**src/dds_chan_pkg.sv**
```systemverilog
package dds_chan_pkg;

  localparam int NUM_CHAN = 4;

  // Register addresses on the write port
  localparam logic [7:0] ADDR_FUNC  = 8'h03;
  localparam logic [7:0] ADDR_FREQ  = 8'h04;
  localparam logic [7:0] ADDR_PHASE = 8'h05;
  localparam logic [7:0] ADDR_AMPL  = 8'h06;
  localparam logic [7:0] ADDR_RAMP  = 8'h07;
  localparam logic [7:0] ADDR_RISE  = 8'h08;
  localparam logic [7:0] ADDR_FALL  = 8'h09;

  // Channel function control fields
  localparam int FN_SINE       = 0;
  localparam int FN_CLR_PHASE  = 1;
  localparam int FN_AUTO_PHASE = 2;
  localparam int FN_CLR_SWEEP  = 3;
  localparam int FN_AUTO_SWEEP = 4;
  localparam int FN_MATCH_PIPE = 5;
  localparam int FN_DAC_PD     = 6;
  localparam int FN_CORE_PD    = 7;
  localparam int FN_LSB_LO     = 8;
  localparam int FN_MUST_ZERO  = 10;
  localparam int FN_SWEEP_LOAD = 13;
  localparam int FN_SWEEP_EN   = 14;
  localparam int FN_NO_DWELL   = 15;
  localparam int FN_ALIGN_LO   = 16;
  localparam int FN_MOD_LO     = 22;
  // Writable bits; 12:11 and 21:19 unused, 10 forced low
  localparam logic [23:0] FUNC_MASK = 24'hc7e3ff;

  // Amplitude control fields
  localparam int AC_SCALE_LO  = 0;
  localparam int AC_RATE_LOAD = 10;
  localparam int AC_AUTO_RAMP = 11;
  localparam int AC_MULT_EN   = 12;
  localparam int AC_STEP_LO   = 14;
  localparam int AC_RATE_LO   = 16;
  localparam logic [23:0] AMPL_MASK = 24'hffdfff;

  localparam logic [15:0] PHASE_MASK = 16'h3fff;

  localparam logic [23:0] FUNC_RST  = 24'h000000;
  localparam logic [31:0] FREQ_RST  = 32'h00000000;
  localparam logic [15:0] PHASE_RST = 16'h0000;
  localparam logic [23:0] AMPL_RST  = 24'h000000;
  localparam logic [15:0] RAMP_RST  = 16'h0000;
  localparam logic [31:0] DELTA_RST = 32'h00000000;

  // Timer count at which a ramp timer reloads
  localparam logic [15:0] TIMER_END = 16'h0001;

  typedef struct packed {
    logic [23:0] func;
    logic [31:0] freq;
    logic [15:0] phase;
    logic [23:0] ampl;
    logic [15:0] ramp;
    logic [31:0] rise;
    logic [31:0] fall;
  } chan_regs_t;

  typedef struct packed {
    logic        valid;
    logic [7:0]  addr;
    logic [31:0] data;
  } reg_write_t;

  typedef struct packed {
    logic        sine_sel;
    logic        phase_clear;
    logic        phase_load_zero;
    logic        sweep_clear;
    logic        sweep_load_zero;
    logic        match_pipe;
    logic        dac_power_down;
    logic        core_power_down;
    logic [1:0]  dac_lsb;
    logic        sweep_active;
    logic        no_dwell;
    logic [2:0]  align;
    logic [1:0]  mod_sel;
    logic [31:0] freq_word;
    logic [13:0] phase_word;
    logic [9:0]  scale;
    logic        mult_clock_en;
    logic        mult_bypass;
    logic        auto_ramp;
    logic        manual_ramp;
    logic [1:0]  ampl_step;
    logic [31:0] rise_delta;
    logic [31:0] fall_delta;
    logic        sweep_tick;
    logic        ampl_tick;
  } chan_ctrl_t;

  typedef enum logic [1:0] {
    MOD_OFF   = 2'b00,
    MOD_AMPL  = 2'b01,
    MOD_FREQ  = 2'b10,
    MOD_PHASE = 2'b11
  } mod_sel_t;

endpackage

```
**src/dds_channel_control_regs.sv**
```systemverilog
`timescale 1ns/10ps
// Functional notes
// - Global auto-clear zeros sweep accumulator on commit
// - Function bit 0 picks cosine or sine
// - Function bit 1 holds phase accumulator cleared
// - Function bit 2 zeros phase accumulator on commit
// - Function bit 3 holds sweep accumulator cleared
// - Function bit 4 zeros sweep accumulator on commit
// - Function bit 5 enables matched pipeline delay
// - Function bit 6 powers down the DAC
// - Function bit 7 powers down digital core
// - Sweep timer reloads at one, optionally on commit
// - Function bit 14 enables linear sweep stepping
// - No-dwell ignored while sweep disabled
// - Modulation select, alignment, unused bits in function
// - Per-channel 32-bit frequency word
// - Per-channel 14-bit phase offset word
// - Amplitude scale; bit 12 enables multiplier
// - Amplitude timer reloads at one; if bit 10 set, also on commit or profile
// - Bit 11 picks auto or manual ramp
// - Amplitude step size and ramp rate fields
// - Sweep ramp rate holds rising interval
// - Per-channel 32-bit rising delta word
// - Per-channel 32-bit falling delta word
// - Writes steered by channel enable bits
module dds_channel_control_regs
  import dds_chan_pkg::*;
(
  input  wire logic                       clock_i,
  input  wire logic                       rst_i,
  input  wire logic                       enable_i,
  input  wire dds_chan_pkg::reg_write_t   write_i,
  input  wire logic [3:0]                 chan_enable_i,
  input  wire logic                       auto_clear_sweep_i,
  input  wire logic                       commit_i,
  input  wire logic                       profile_change_i,
  output dds_chan_pkg::chan_ctrl_t        ctrl_o [NUM_CHAN],
  output dds_chan_pkg::chan_regs_t        active_o [NUM_CHAN]
);
  import dds_chan_pkg::*;

  logic commit_q;
  logic commit_rise;

  // Commit acts on the rising edge of the strobe
  always_ff @(posedge clock_i) begin
    if (rst_i) begin
      commit_q <= 1'b0;
    end else if (enable_i) begin
      commit_q <= commit_i;
    end
  end
  assign commit_rise = commit_i & ~commit_q;

  // Register selects decoded from the write address
  logic sel_func;
  logic sel_freq;
  logic sel_phase;
  logic sel_ampl;
  logic sel_ramp;
  logic sel_rise;
  logic sel_fall;

  assign sel_func  = (write_i.addr == ADDR_FUNC);
  assign sel_freq  = (write_i.addr == ADDR_FREQ);
  assign sel_phase = (write_i.addr == ADDR_PHASE);
  assign sel_ampl  = (write_i.addr == ADDR_AMPL);
  assign sel_ramp  = (write_i.addr == ADDR_RAMP);
  assign sel_rise  = (write_i.addr == ADDR_RISE);
  assign sel_fall  = (write_i.addr == ADDR_FALL);

  genvar ch;
  generate
    for (ch = 0; ch < NUM_CHAN; ch++) begin : g_chan
      chan_regs_t  buf_q;
      chan_regs_t  act_q;
      // Per-field buffered and active registers
      logic [23:0] buf_func_q;
      logic [31:0] buf_freq_q;
      logic [15:0] buf_phase_q;
      logic [23:0] buf_ampl_q;
      logic [15:0] buf_ramp_q;
      logic [31:0] buf_rise_q;
      logic [31:0] buf_fall_q;
      logic [23:0] act_func_q;
      logic [31:0] act_freq_q;
      logic [15:0] act_phase_q;
      logic [23:0] act_ampl_q;
      logic [15:0] act_ramp_q;
      logic [31:0] act_rise_q;
      logic [31:0] act_fall_q;
      // Timer reload conditions
      logic        sweep_commit_load;
      logic        sweep_timeout;
      logic        ampl_commit_load;
      logic        ampl_timeout;
      logic        phase_zero_q;
      logic        sweep_zero_q;
      logic [15:0] sweep_timer_q;
      logic [15:0] sweep_timer_d;
      logic [15:0] ampl_timer_q;
      logic [15:0] ampl_timer_d;
      logic        sweep_tick_d;
      logic        ampl_tick_d;
      logic        sweep_tick_q;
      logic        ampl_tick_q;
      logic        wr;

      // Channel steering
      assign wr = write_i.valid & chan_enable_i[ch];

      // Buffered copies of host writes
      // Function word
      always_ff @(posedge clock_i) begin
        if (rst_i) begin
          buf_func_q <= FUNC_RST;
        end else if (enable_i && wr && sel_func) begin
          buf_func_q <= write_i.data[23:0] & FUNC_MASK;
        end
      end

      // Frequency word
      always_ff @(posedge clock_i) begin
        if (rst_i) begin
          buf_freq_q <= FREQ_RST;
        end else if (enable_i && wr && sel_freq) begin
          buf_freq_q <= write_i.data;
        end
      end

      // Phase offset word
      always_ff @(posedge clock_i) begin
        if (rst_i) begin
          buf_phase_q <= PHASE_RST;
        end else if (enable_i && wr && sel_phase) begin
          buf_phase_q <= write_i.data[15:0] & PHASE_MASK;
        end
      end

      // Amplitude control
      always_ff @(posedge clock_i) begin
        if (rst_i) begin
          buf_ampl_q <= AMPL_RST;
        end else if (enable_i && wr && sel_ampl) begin
          buf_ampl_q <= write_i.data[23:0] & AMPL_MASK;
        end
      end

      // Sweep ramp rate
      always_ff @(posedge clock_i) begin
        if (rst_i) begin
          buf_ramp_q <= RAMP_RST;
        end else if (enable_i && wr && sel_ramp) begin
          buf_ramp_q <= write_i.data[15:0];
        end
      end

      // Rising delta word
      always_ff @(posedge clock_i) begin
        if (rst_i) begin
          buf_rise_q <= DELTA_RST;
        end else if (enable_i && wr && sel_rise) begin
          buf_rise_q <= write_i.data;
        end
      end

      // Falling delta word
      always_ff @(posedge clock_i) begin
        if (rst_i) begin
          buf_fall_q <= DELTA_RST;
        end else if (enable_i && wr && sel_fall) begin
          buf_fall_q <= write_i.data;
        end
      end

      assign buf_q = {buf_func_q, buf_freq_q, buf_phase_q, buf_ampl_q,
                      buf_ramp_q, buf_rise_q, buf_fall_q};

      // Active copies updated together on commit
      // Function word
      always_ff @(posedge clock_i) begin
        if (rst_i) begin
          act_func_q <= FUNC_RST;
        end else if (enable_i && commit_rise) begin
          act_func_q <= buf_func_q;
        end
      end

      // Frequency word
      always_ff @(posedge clock_i) begin
        if (rst_i) begin
          act_freq_q <= FREQ_RST;
        end else if (enable_i && commit_rise) begin
          act_freq_q <= buf_freq_q;
        end
      end

      // Phase offset word
      always_ff @(posedge clock_i) begin
        if (rst_i) begin
          act_phase_q <= PHASE_RST;
        end else if (enable_i && commit_rise) begin
          act_phase_q <= buf_phase_q;
        end
      end

      // Amplitude control
      always_ff @(posedge clock_i) begin
        if (rst_i) begin
          act_ampl_q <= AMPL_RST;
        end else if (enable_i && commit_rise) begin
          act_ampl_q <= buf_ampl_q;
        end
      end

      // Sweep ramp rate
      always_ff @(posedge clock_i) begin
        if (rst_i) begin
          act_ramp_q <= RAMP_RST;
        end else if (enable_i && commit_rise) begin
          act_ramp_q <= buf_ramp_q;
        end
      end

      // Rising delta word
      always_ff @(posedge clock_i) begin
        if (rst_i) begin
          act_rise_q <= DELTA_RST;
        end else if (enable_i && commit_rise) begin
          act_rise_q <= buf_rise_q;
        end
      end

      // Falling delta word
      always_ff @(posedge clock_i) begin
        if (rst_i) begin
          act_fall_q <= DELTA_RST;
        end else if (enable_i && commit_rise) begin
          act_fall_q <= buf_fall_q;
        end
      end

      assign act_q = {act_func_q, act_freq_q, act_phase_q, act_ampl_q,
                      act_ramp_q, act_rise_q, act_fall_q};

      // Ramp timer reload conditions
      assign sweep_commit_load = commit_rise & act_q.func[FN_SWEEP_LOAD];
      assign sweep_timeout     = (sweep_timer_q <= TIMER_END);
      assign ampl_commit_load  = (commit_rise | profile_change_i)
                                 & act_q.ampl[AC_RATE_LOAD];
      assign ampl_timeout      = (ampl_timer_q <= TIMER_END);

      // Sweep ramp-rate timer
      always_comb begin
        sweep_timer_d = sweep_timer_q;
        sweep_tick_d  = 1'b0;
        if (sweep_commit_load) begin
          sweep_timer_d = buf_q.ramp;
        end else if (sweep_timeout) begin
          sweep_timer_d = act_q.ramp;
          sweep_tick_d  = act_q.func[FN_SWEEP_EN];
        end else begin
          sweep_timer_d = sweep_timer_q - 16'h0001;
        end
      end

      // Amplitude ramp-rate timer
      always_comb begin
        ampl_timer_d = ampl_timer_q;
        ampl_tick_d  = 1'b0;
        if (ampl_commit_load) begin
          ampl_timer_d = {8'h00, buf_q.ampl[AC_RATE_LO +: 8]};
        end else if (ampl_timeout) begin
          ampl_timer_d = {8'h00, act_q.ampl[AC_RATE_LO +: 8]};
          ampl_tick_d  = act_q.ampl[AC_MULT_EN] & act_q.ampl[AC_AUTO_RAMP];
        end else begin
          ampl_timer_d = ampl_timer_q - 16'h0001;
        end
      end

      // Sweep timer count
      always_ff @(posedge clock_i) begin
        if (rst_i) begin
          sweep_timer_q <= 16'h0000;
        end else if (enable_i) begin
          sweep_timer_q <= sweep_timer_d;
        end
      end

      // Sweep step tick
      always_ff @(posedge clock_i) begin
        if (rst_i) begin
          sweep_tick_q <= 1'b0;
        end else if (enable_i) begin
          sweep_tick_q <= sweep_tick_d;
        end
      end

      // Amplitude timer count
      always_ff @(posedge clock_i) begin
        if (rst_i) begin
          ampl_timer_q <= 16'h0000;
        end else if (enable_i) begin
          ampl_timer_q <= ampl_timer_d;
        end
      end

      // Amplitude step tick
      always_ff @(posedge clock_i) begin
        if (rst_i) begin
          ampl_tick_q <= 1'b0;
        end else if (enable_i) begin
          ampl_tick_q <= ampl_tick_d;
        end
      end

      // One-cycle auto-clear pulses after commit
      // Phase accumulator zero pulse
      always_ff @(posedge clock_i) begin
        if (rst_i) begin
          phase_zero_q <= 1'b0;
        end else if (enable_i) begin
          phase_zero_q <= commit_rise & act_q.func[FN_AUTO_PHASE];
        end
      end

      // Sweep accumulator zero pulse
      always_ff @(posedge clock_i) begin
        if (rst_i) begin
          sweep_zero_q <= 1'b0;
        end else if (enable_i) begin
          sweep_zero_q <= commit_rise
                          & (act_q.func[FN_AUTO_SWEEP]
                             | auto_clear_sweep_i);
        end
      end

      // Decoded controls
      always_comb begin
        ctrl_o[ch].sine_sel        = act_q.func[FN_SINE];
        ctrl_o[ch].phase_clear     = act_q.func[FN_CLR_PHASE];
        ctrl_o[ch].phase_load_zero = phase_zero_q;
        ctrl_o[ch].sweep_clear     = act_q.func[FN_CLR_SWEEP];
        ctrl_o[ch].sweep_load_zero = sweep_zero_q;
        ctrl_o[ch].match_pipe      = act_q.func[FN_MATCH_PIPE];
        ctrl_o[ch].dac_power_down  = act_q.func[FN_DAC_PD];
        ctrl_o[ch].core_power_down = act_q.func[FN_CORE_PD];
        ctrl_o[ch].dac_lsb         = act_q.func[FN_LSB_LO +: 2];
        ctrl_o[ch].sweep_active    = act_q.func[FN_SWEEP_EN];
        ctrl_o[ch].no_dwell        = act_q.func[FN_NO_DWELL]
                                     & act_q.func[FN_SWEEP_EN];
        ctrl_o[ch].align           = act_q.func[FN_ALIGN_LO +: 3];
        ctrl_o[ch].mod_sel         = act_q.func[FN_MOD_LO +: 2];
        ctrl_o[ch].freq_word       = act_q.freq;
        ctrl_o[ch].phase_word      = act_q.phase[13:0];
        ctrl_o[ch].scale           = act_q.ampl[AC_SCALE_LO +: 10];
        ctrl_o[ch].mult_clock_en   = act_q.ampl[AC_MULT_EN];
        ctrl_o[ch].mult_bypass     = ~act_q.ampl[AC_MULT_EN];
        ctrl_o[ch].auto_ramp       = act_q.ampl[AC_MULT_EN]
                                     & act_q.ampl[AC_AUTO_RAMP];
        ctrl_o[ch].manual_ramp     = act_q.ampl[AC_MULT_EN]
                                     & ~act_q.ampl[AC_AUTO_RAMP];
        ctrl_o[ch].ampl_step       = act_q.ampl[AC_STEP_LO +: 2];
        ctrl_o[ch].rise_delta      = act_q.rise;
        ctrl_o[ch].fall_delta      = act_q.fall;
        ctrl_o[ch].sweep_tick      = sweep_tick_q;
        ctrl_o[ch].ampl_tick       = ampl_tick_q;
      end

      // Active register view
      assign active_o[ch] = act_q;
    end
  endgenerate

endmodule

```
**config.mk**
```make
export PLATFORM = sky130hd
export DESIGN_NAME = dds_channel_control_regs
export DESIGN_NICKNAME = d
export VERILOG_FILES = /design/src/dds_chan_pkg.sv /design/src/dds_channel_control_regs.sv
export SDC_FILE = /design/constraint.sdc
export NUM_CORES = 2
export LEC_CHECK = 0
export ABC_AREA = 1
export BUFFER_PORTS_ARGS = -buffer_cell sky130_fd_sc_hd__buf_4
export CORE_AREA = 4 4 522 524
export DETAILED_ROUTE_END_ITERATION = 6
export DIE_AREA = 0 0 526 528
export PLACE_DENSITY = 0.4
export SETUP_SLACK_MARGIN = 0.5
export SLEW_MARGIN = 40
export SYNTH_ARGS = -nofsm -noshare
export SYNTH_HDL_FRONTEND = slang
export SYNTH_SLANG_ARGS = --single-unit
```
**constraint.sdc**
```tcl
create_clock -name clock_i -period 4.67 [get_ports clock_i]
set_input_delay 0.467 -clock clock_i [delete_from_list [all_inputs] [get_ports clock_i]]
set_output_delay 0.467 -clock clock_i [all_outputs]
set_load 0.005 [all_outputs]
```
Yosys cells after proc, flatten, opt, wreduce, memory -nomap -nowiden
Cells that the tools add are included.
Widths: inputs -> output; s select.
{"block": "classes", "add_sub_neg": 8, "mul": 0, "div_mod_pow": 0, "order_cmp": 8, "n_eq_ne": 7, "n_shift": 0, "n_mux": 32, "n_bitwise": 47, "n_reduce_logical": 33}
{"cell": "$mux 16", "n": 16}
{"cell": "$le 16x1->1 const B", "n": 8}
{"cell": "$sub 16x1->16 const B", "n": 8}
{"cell": "$and 1x1->1", "n": 33}
{"cell": "$logic_and 1x1->1", "n": 33}
{"cell": "$eq 8x3->1 const B", "n": 4}
{"cell": "$eq 8x4->1 const B", "n": 2}
{"cell": "$mux 1", "n": 16}
{"cell": "$not 1->1", "n": 9}
{"cell": "$eq 8x2->1 const B", "n": 1}
{"cell": "$or 1x1->1", "n": 5}
{"block": "word_totals", "ff_bits": 1481, "latch_bits": 0, "mem_bits_rw": 0, "mem_bits_ro": 0, "inputBits": 51, "word_cells": 216, "mem_count": 0}

Depth between registers and ports, before layout
{"block": "logic_depth", "ltp_word": 5, "depth_mapped": 12}

Worst setup path before layout
No wires, ideal clock.
{"block": "synth_timing", "kind": "flip-flop to flip-flop", "start": "register g_chan[2].sweep_timer_q[0]", "end": "register g_chan[2].sweep_timer_q[0]", "setup_ns": 0.132, "arrival_ns": 1.581, "t_required_ns": 4.538, "path_slack_ns": 2.957, "path_stages_with_launch": 12, "path_buffers": 2, "synth_period_minus_slack_ns": 1.713, "cell_sequence": "dfxtp_1 -> inv_1 -> ha_1 -> clkbuf_1 -> nor2_1 -> nor2_2 -> nand3_1 -> buf_2 -> o21ai_0 -> nand2_1 -> nand2_1 -> a21oi_1"}
{"block": "synth_between", "elab_chain_cells": 3, "word_cells_on_any_way": 4, "classes_between": "add/sub: 1; order compare: 1; mux: 2"}
{"element": "from (decl)", "line_no": "dds_channel_control_regs.sv:99", "rtl": "logic [15:0] sweep_timer_q;"}
{"element": "from (signal assigned)", "line_no": "dds_channel_control_regs.sv:286", "rtl": "sweep_timer_q <= sweep_timer_d;"}
{"element": "$sub 16x1->16 / $le 16x1->1 (equally long branches)", "line_no": "dds_channel_control_regs.sv:263, dds_channel_control_regs.sv:248"}
{"element": "$mux 16 *", "line_no": "dds_channel_control_regs.sv:259", "rtl": "end else if (sweep_timeout) begin"}
{"element": "$mux 16 *", "line_no": "dds_channel_control_regs.sv:257", "rtl": "if (sweep_commit_load) begin"}
Every way passes the cells marked *; elsewhere a longest branch is shown, timed or not.
A chain may end at the register's enable or synchronous reset.

Worst setup path in the final report
{"block": "layout_timing", "start": "input port commit_i", "end": "register g_chan[1].act_fall_q[16]"}
{"block": "layout_between", "elab_chain_cells": 2}
{"element": "from (decl)", "line_no": "dds_channel_control_regs.sv:35", "rtl": "input wire logic commit_i,"}
{"element": "$and 1x1->1", "line_no": "dds_channel_control_regs.sv:53", "rtl": "assign commit_rise = commit_i & ~commit_q;"}
{"element": "$logic_and 1x1->1", "line_no": "dds_channel_control_regs.sv:238", "rtl": "end else if (enable_i && commit_rise) begin"}
{"element": "to (signal assigned)", "line_no": "dds_channel_control_regs.sv:239", "rtl": "act_fall_q <= buf_fall_q;"}
{"element": "to (decl)", "line_no": "dds_channel_control_regs.sv:91", "rtl": "logic [31:0] act_fall_q;"}
No other way between the ends.

==> impl_table.tex <==
\begin{tabular}{lr}
\hline
Metric & Value \\
\hline
\multicolumn{2}{l}{\textbf{Critical path}} \\
\quad Worst setup SP type & primary input \\
\quad Arrival time reported for the critical path endpoint & 3360 ps \\
\quad Delay of the slowest cell on the worst path & 640 ps \\
\quad Critical path start-end classification & in -> reg \\
\quad Reg-to-reg critical path startpoint & commit\_q \\
\quad Maximum fanout along the worst path & 160 \\
\quad WP data required & 5410 ps \\
\quad Worst setup EP type & flip-flop \\
\quad Worst path cell trace & dlygate4sd3\_1 > buf\_4 > nand2\_1 > nor2\_4 > buf\_12 > buf\_12 > o21ai\_0 > a21oi\_1 \\
\quad Startpoint of the worst setup timing path & commit\_i \\
\quad Slowest-stage cell, CP & dlygate4sd3\_1 \\
\quad Most used cell, CP & buf\_12 \\
\multicolumn{2}{l}{\textbf{Final layout}} \\
\quad Net total in the final layout & 8532 \\
\quad Summed area of non-filler cells in the final layout & 0.07495 mm2 \\
\quad Layout overhead on the synthesized area & 24.02\% \\
\quad Fraction of layout cells with a size suffix above 1 & 20.09\% \\
\quad Final design utilization & 28.02\% \\
\multicolumn{2}{l}{\textbf{Yosys}} \\
\quad Primary FF master, synth & dfxtp\_1 \\
\quad Number of distinct library cell variants in the gate-level netlist after synthesis & 37 \\
\quad EDFF count, synth & 0 \\
\quad Ys async rst share & 0\% \\
\quad Area share of the leading cell type in the synthesized netlist & 49.06\% \\
\quad Most common cell in the netlist & nor2\_1 \\
\quad Netlist area before placement & 0.06043 mm2 \\
\quad Area leader, netlist & dfxtp\_1 \\
\quad \#FFs+latches synth & 1481 \\
\quad Average cell area after synthesis & 7.533 um2 \\
\quad Number of synthesis warnings & 0 \\
\quad Sequential fraction of the synthesis area & 49.06\% \\
\quad Cells after Synth & 8022 \\
\quad Most used standard cells in the synthesized netlist & 1788 x nor2\_1, 1481 x dfxtp\_1, 1370 x o21ai\_0 \\
\quad Area contributors post-synth & dfxtp\_1 49\%, o21ai\_0 11\%, nor2\_1 11\%, buf\_4 7.6\%, a21oi\_1 5.8\% \\
\multicolumn{2}{l}{\textbf{Pwr}} \\
\quad Flop pwr share & 42.0\% \\
\quad Pwr Density & 445.7 mW/mm2 \\
\quad Share of power burned in the clock network & 41.8\% \\
\quad Sw Pwr & 0.01002 W \\
\quad Standby leakage power & 32.60 nW \\
\quad Worst vdd rail ir drop & 0.3600 mV \\
\quad Proportion of power drawn by combinational gates & 16.3\% \\
\quad Total Power Consumption & 0.03340 W \\
\quad Internal power & 0.02339 W \\
\quad Net Sw Frac & 29.99\% \\
\multicolumn{2}{l}{\textbf{Global routing}} \\
\quad Via count of the first global-routing pass & 51190 \\
\quad Busiest grt layer & met2 \\
\quad Met1 layer usage reported by global route & 26.31\% \\
\quad Overall global routing resource usage & 19.84\% \\
\quad Global-route wire length before repair & 400.0 mm \\
\quad Total congestion overflow & 0 \\
\quad Maximum number of pins on one net before global-route repair & 174 \\
\quad Initial antenna violation count & 46 \\
\quad GR met2 Demand/Resource & 31.98\% \\
\quad GR met3 Demand/Resource & 4.640\% \\
\multicolumn{2}{l}{\textbf{Timing}} \\
\quad Final cycle utilization of the critical path & 56.18\% \\
\quad Final critical path time including I/O delays and setup & 2623 ps \\
\quad Tightest Pin Transition & 903.1 ps \\
\quad Final hold violation count & 0 \\
\quad Total negative slack for setup checks & 0 ps \\
\quad Final setup skew & 24.72 ps \\
\quad Headroom to the max-slew limit & 39.80\% \\
\quad Final number of max-transition violations & 0 \\
\quad Setup repair after global routing missed its margin & false \\
\quad Achievable clock frequency & 381.2 MHz \\
\quad Final-report setup violation count & 0 \\
\multicolumn{2}{l}{\textbf{Floorplanning}} \\
\quad Std cell rows & 190 \\
\quad Die Y & 528 um \\
\quad DIE WIDTH & 526 um \\
\quad Starting utilization of the core area & 22.60\% \\
\quad Die footprint & 0.2777 mm2 \\
\quad Core Box Area & 0.2674 mm2 \\
\quad Io pins & 1335 \\
\multicolumn{2}{l}{\textbf{Run}} \\
\quad Max Cap Violations & 0 \\
\multicolumn{2}{l}{\textbf{Drt}} \\
\quad Number of nets with antenna violations after routing & 0 \\
\quad 1st-pass router iterations & 5 \\
\quad Total wire length after detailed routing & 289.6 mm \\
\quad Vias after detailed routing & 54280 \\
\quad Detailed-route DRC error count & 0 \\
\quad Average wire length per cell after detail routing & 23.80 um \\
\quad Count of routing violations after the opening detailed-route iteration & 4744 \\
\quad Mean number of vias per cell & 4.461 \\
\multicolumn{2}{l}{\textbf{Clocking}} \\
\quad Maximum level of the CTS H-tree & 4 \\
\quad Clk\_lat worst skew & 840 ps \\
\quad Max Root-Sink Buffers & 3 \\
\quad Clock tree from TritonCTS & done \\
\quad Post-cts hold buffer count & 2 \\
\quad Clock buffers created by TritonCTS & 175 \\
\quad CTS clock-pin slew for the worst setup and hold paths & 60 ps \\
\quad Total setup buffers inserted after CTS & 0 \\
\quad Post-cts repair resize count & 0 \\
\quad Clk Tree Root Cell & clkbuf\_16 \\
\quad Number of clock sinks seen by CTS & 1481 \\
\multicolumn{2}{l}{\textbf{Placed design}} \\
\quad Port buffer count & 1298 \\
\quad Gp weighted congestion & 0.8169 \\
\quad Detailed Place HPWL & 200.6 mm \\
\quad Cell Area, Placed & 0.06904 mm2 \\
\multicolumn{2}{l}{\textbf{Worst hold path}} \\
\quad Worst hold path class & in -> reg \\
\quad Worst hold path startpoint & auto\_clear\_sweep\_i \\
\multicolumn{2}{l}{\textbf{Status}} \\
\quad Outcome & complete, no violations \\
\hline
\end{tabular}
==> power by group through the flow <==
| stage | sequential [W] | clock, W | combinational, W |
|---|---|---|---|
| 6_report | 0.0140 | 0.0140 | 0.00544 |
| 5_1_grt | 0.0141 | 0.0149 | 0.00612 |
| 4_1_cts | 0.0140 | 0.0144 | 0.00551 |
| 3_5_place_dp | 0.0143 | 0 | 0.00548 |
| 3_3_place_gp | 0.0143 | 0 | 0.00545 |
| 2_1_floorplan | 0.0140 | 0 | 0.00346 |
==> critical path, delay by kind of cell <==
| kind | cells | cell delay [ps] |
|---|---|---|
| AOI/OAI and AO/OA | 2 | 320 |
| and+or+nand+nor | 2 | 650 |
| buffers and inverters | 4 | 1650 |
==> cell type report <==
type                       instances  area [um2]
fill                           28970      192500
sequential                      1481       29650
multi-input combinational       4979       22510
timing repair buffer            1384       10790
clock buffer                     264        5177
tap                             3552        4444
inverter                         444        1683
clock inverter                    51       668.1
antenna                           11       27.53
==> stage by stage <==
stage | worst slack (ps) | hold WS, ps | cells
3_5_place_dp | 1277 | 440.9 | 11840
5_1_grt | 1967 | 68.20 | 12160
4_1_cts | 2032 | 10.83 | 12160
3_3_place_gp | 1043 | 436.1 | 11830
2_1_floorplan | 2957 | 429.7 | 8057
6_report | 2047 | 121.5 | 12170
==> kinds of logic (layout without fill, tap and decap cells) <==
| group | Yosys count | in the layout | share of synthesized area, % |
|---|---|---|---|
| AOI/OAI and AO/OA | 2120 | 2120 | 17.67 |
| adders and majority gates | 16 | 16 | 0.3313 |
| xor gates and xnor gates | 39 | 39 | 0.5652 |
| other | 1 | 47 | 0.006205 |
| buffers and inverters | 1597 | 2143 | 13.98 |
| and+or+nand+nor | 2768 | 2768 | 18.39 |
| DFF | 1481 | 1481 | 49.06 |
==> state kept, by name (all words and copies together), names as in the netlist <==
| name | flops |
|---|---|
| g_chan.phase_zero_q | 4 |
| g_chan.buf_ampl_q | 92 |
| g_chan.act_phase_q | 56 |
| g_chan.buf_fall_q | 128 |
| g_chan.sweep_timer_q | 64 |
| g_chan.ampl_timer_q | 64 |
| g_chan.buf_phase_q | 56 |
| commit_q | 1 |
| g_chan.act_freq_q | 128 |
| g_chan.sweep_zero_q | 4 |
| g_chan.act_rise_q | 128 |
| g_chan.buf_ramp_q | 64 |
| g_chan.buf_rise_q | 128 |
| g_chan.ampl_tick_q | 4 |
| g_chan.sweep_tick_q | 4 |
| g_chan.buf_freq_q | 128 |
| g_chan.buf_func_q | 72 |
| g_chan.act_fall_q | 128 |
| g_chan.act_func_q | 72 |
| g_chan.act_ampl_q | 92 |
| g_chan.act_ramp_q | 64 |
==> path summary, 6_finish.rpt <==
kind	end	slack (ps)	depth (start not counted)
max	g_chan[1].act_fall_q[16]	2050	8
min	g_chan[3].sweep_zero_q	120	3
max reg2reg	g_chan[1].act_fall_q[16]	2230	5
min reg2reg	g_chan[1].act_fall_q[25]	440	2
==> metal layers <==
layer / vias up / routed length [um]
met1: 25850 / 127500
met5: - / 0
met2: 1890 / 132200
li1: 26240 / -
met4: 0 / 8866
met3: 302 / 21010
==> cells in the final DEF, fill, tap and decap left out, types with 4 or more instances in the layout <==
cell type	instances
clkbuf_8	40
ha_1	16
nand3_2	6
clkinv_16	5
clkinvlp_4	5
bufinv_16	7
conb_1	36
diode_2	11
dfxtp_1	1479
nand3b_1	16
nor2_1	1788
buf_6	10
clkbuf_16	178
inv_2	17
o21ai_1	22
nor2_2	5
o211ai_1	26
clkinv_2	24
nand4_1	29
nand2_2	17
nor3_2	4
buf_16	8
clkbuf_1	46
xor2_1	24
or2_2	10
nand2_1	588
o21ai_0	1370
nor2_4	10
buf_12	15
nor3_1	17
inv_1	423
nand3_1	266
a21oi_1	700
buf_4	1348
xnor2_1	15
Power figures use the tool's default switching activity.
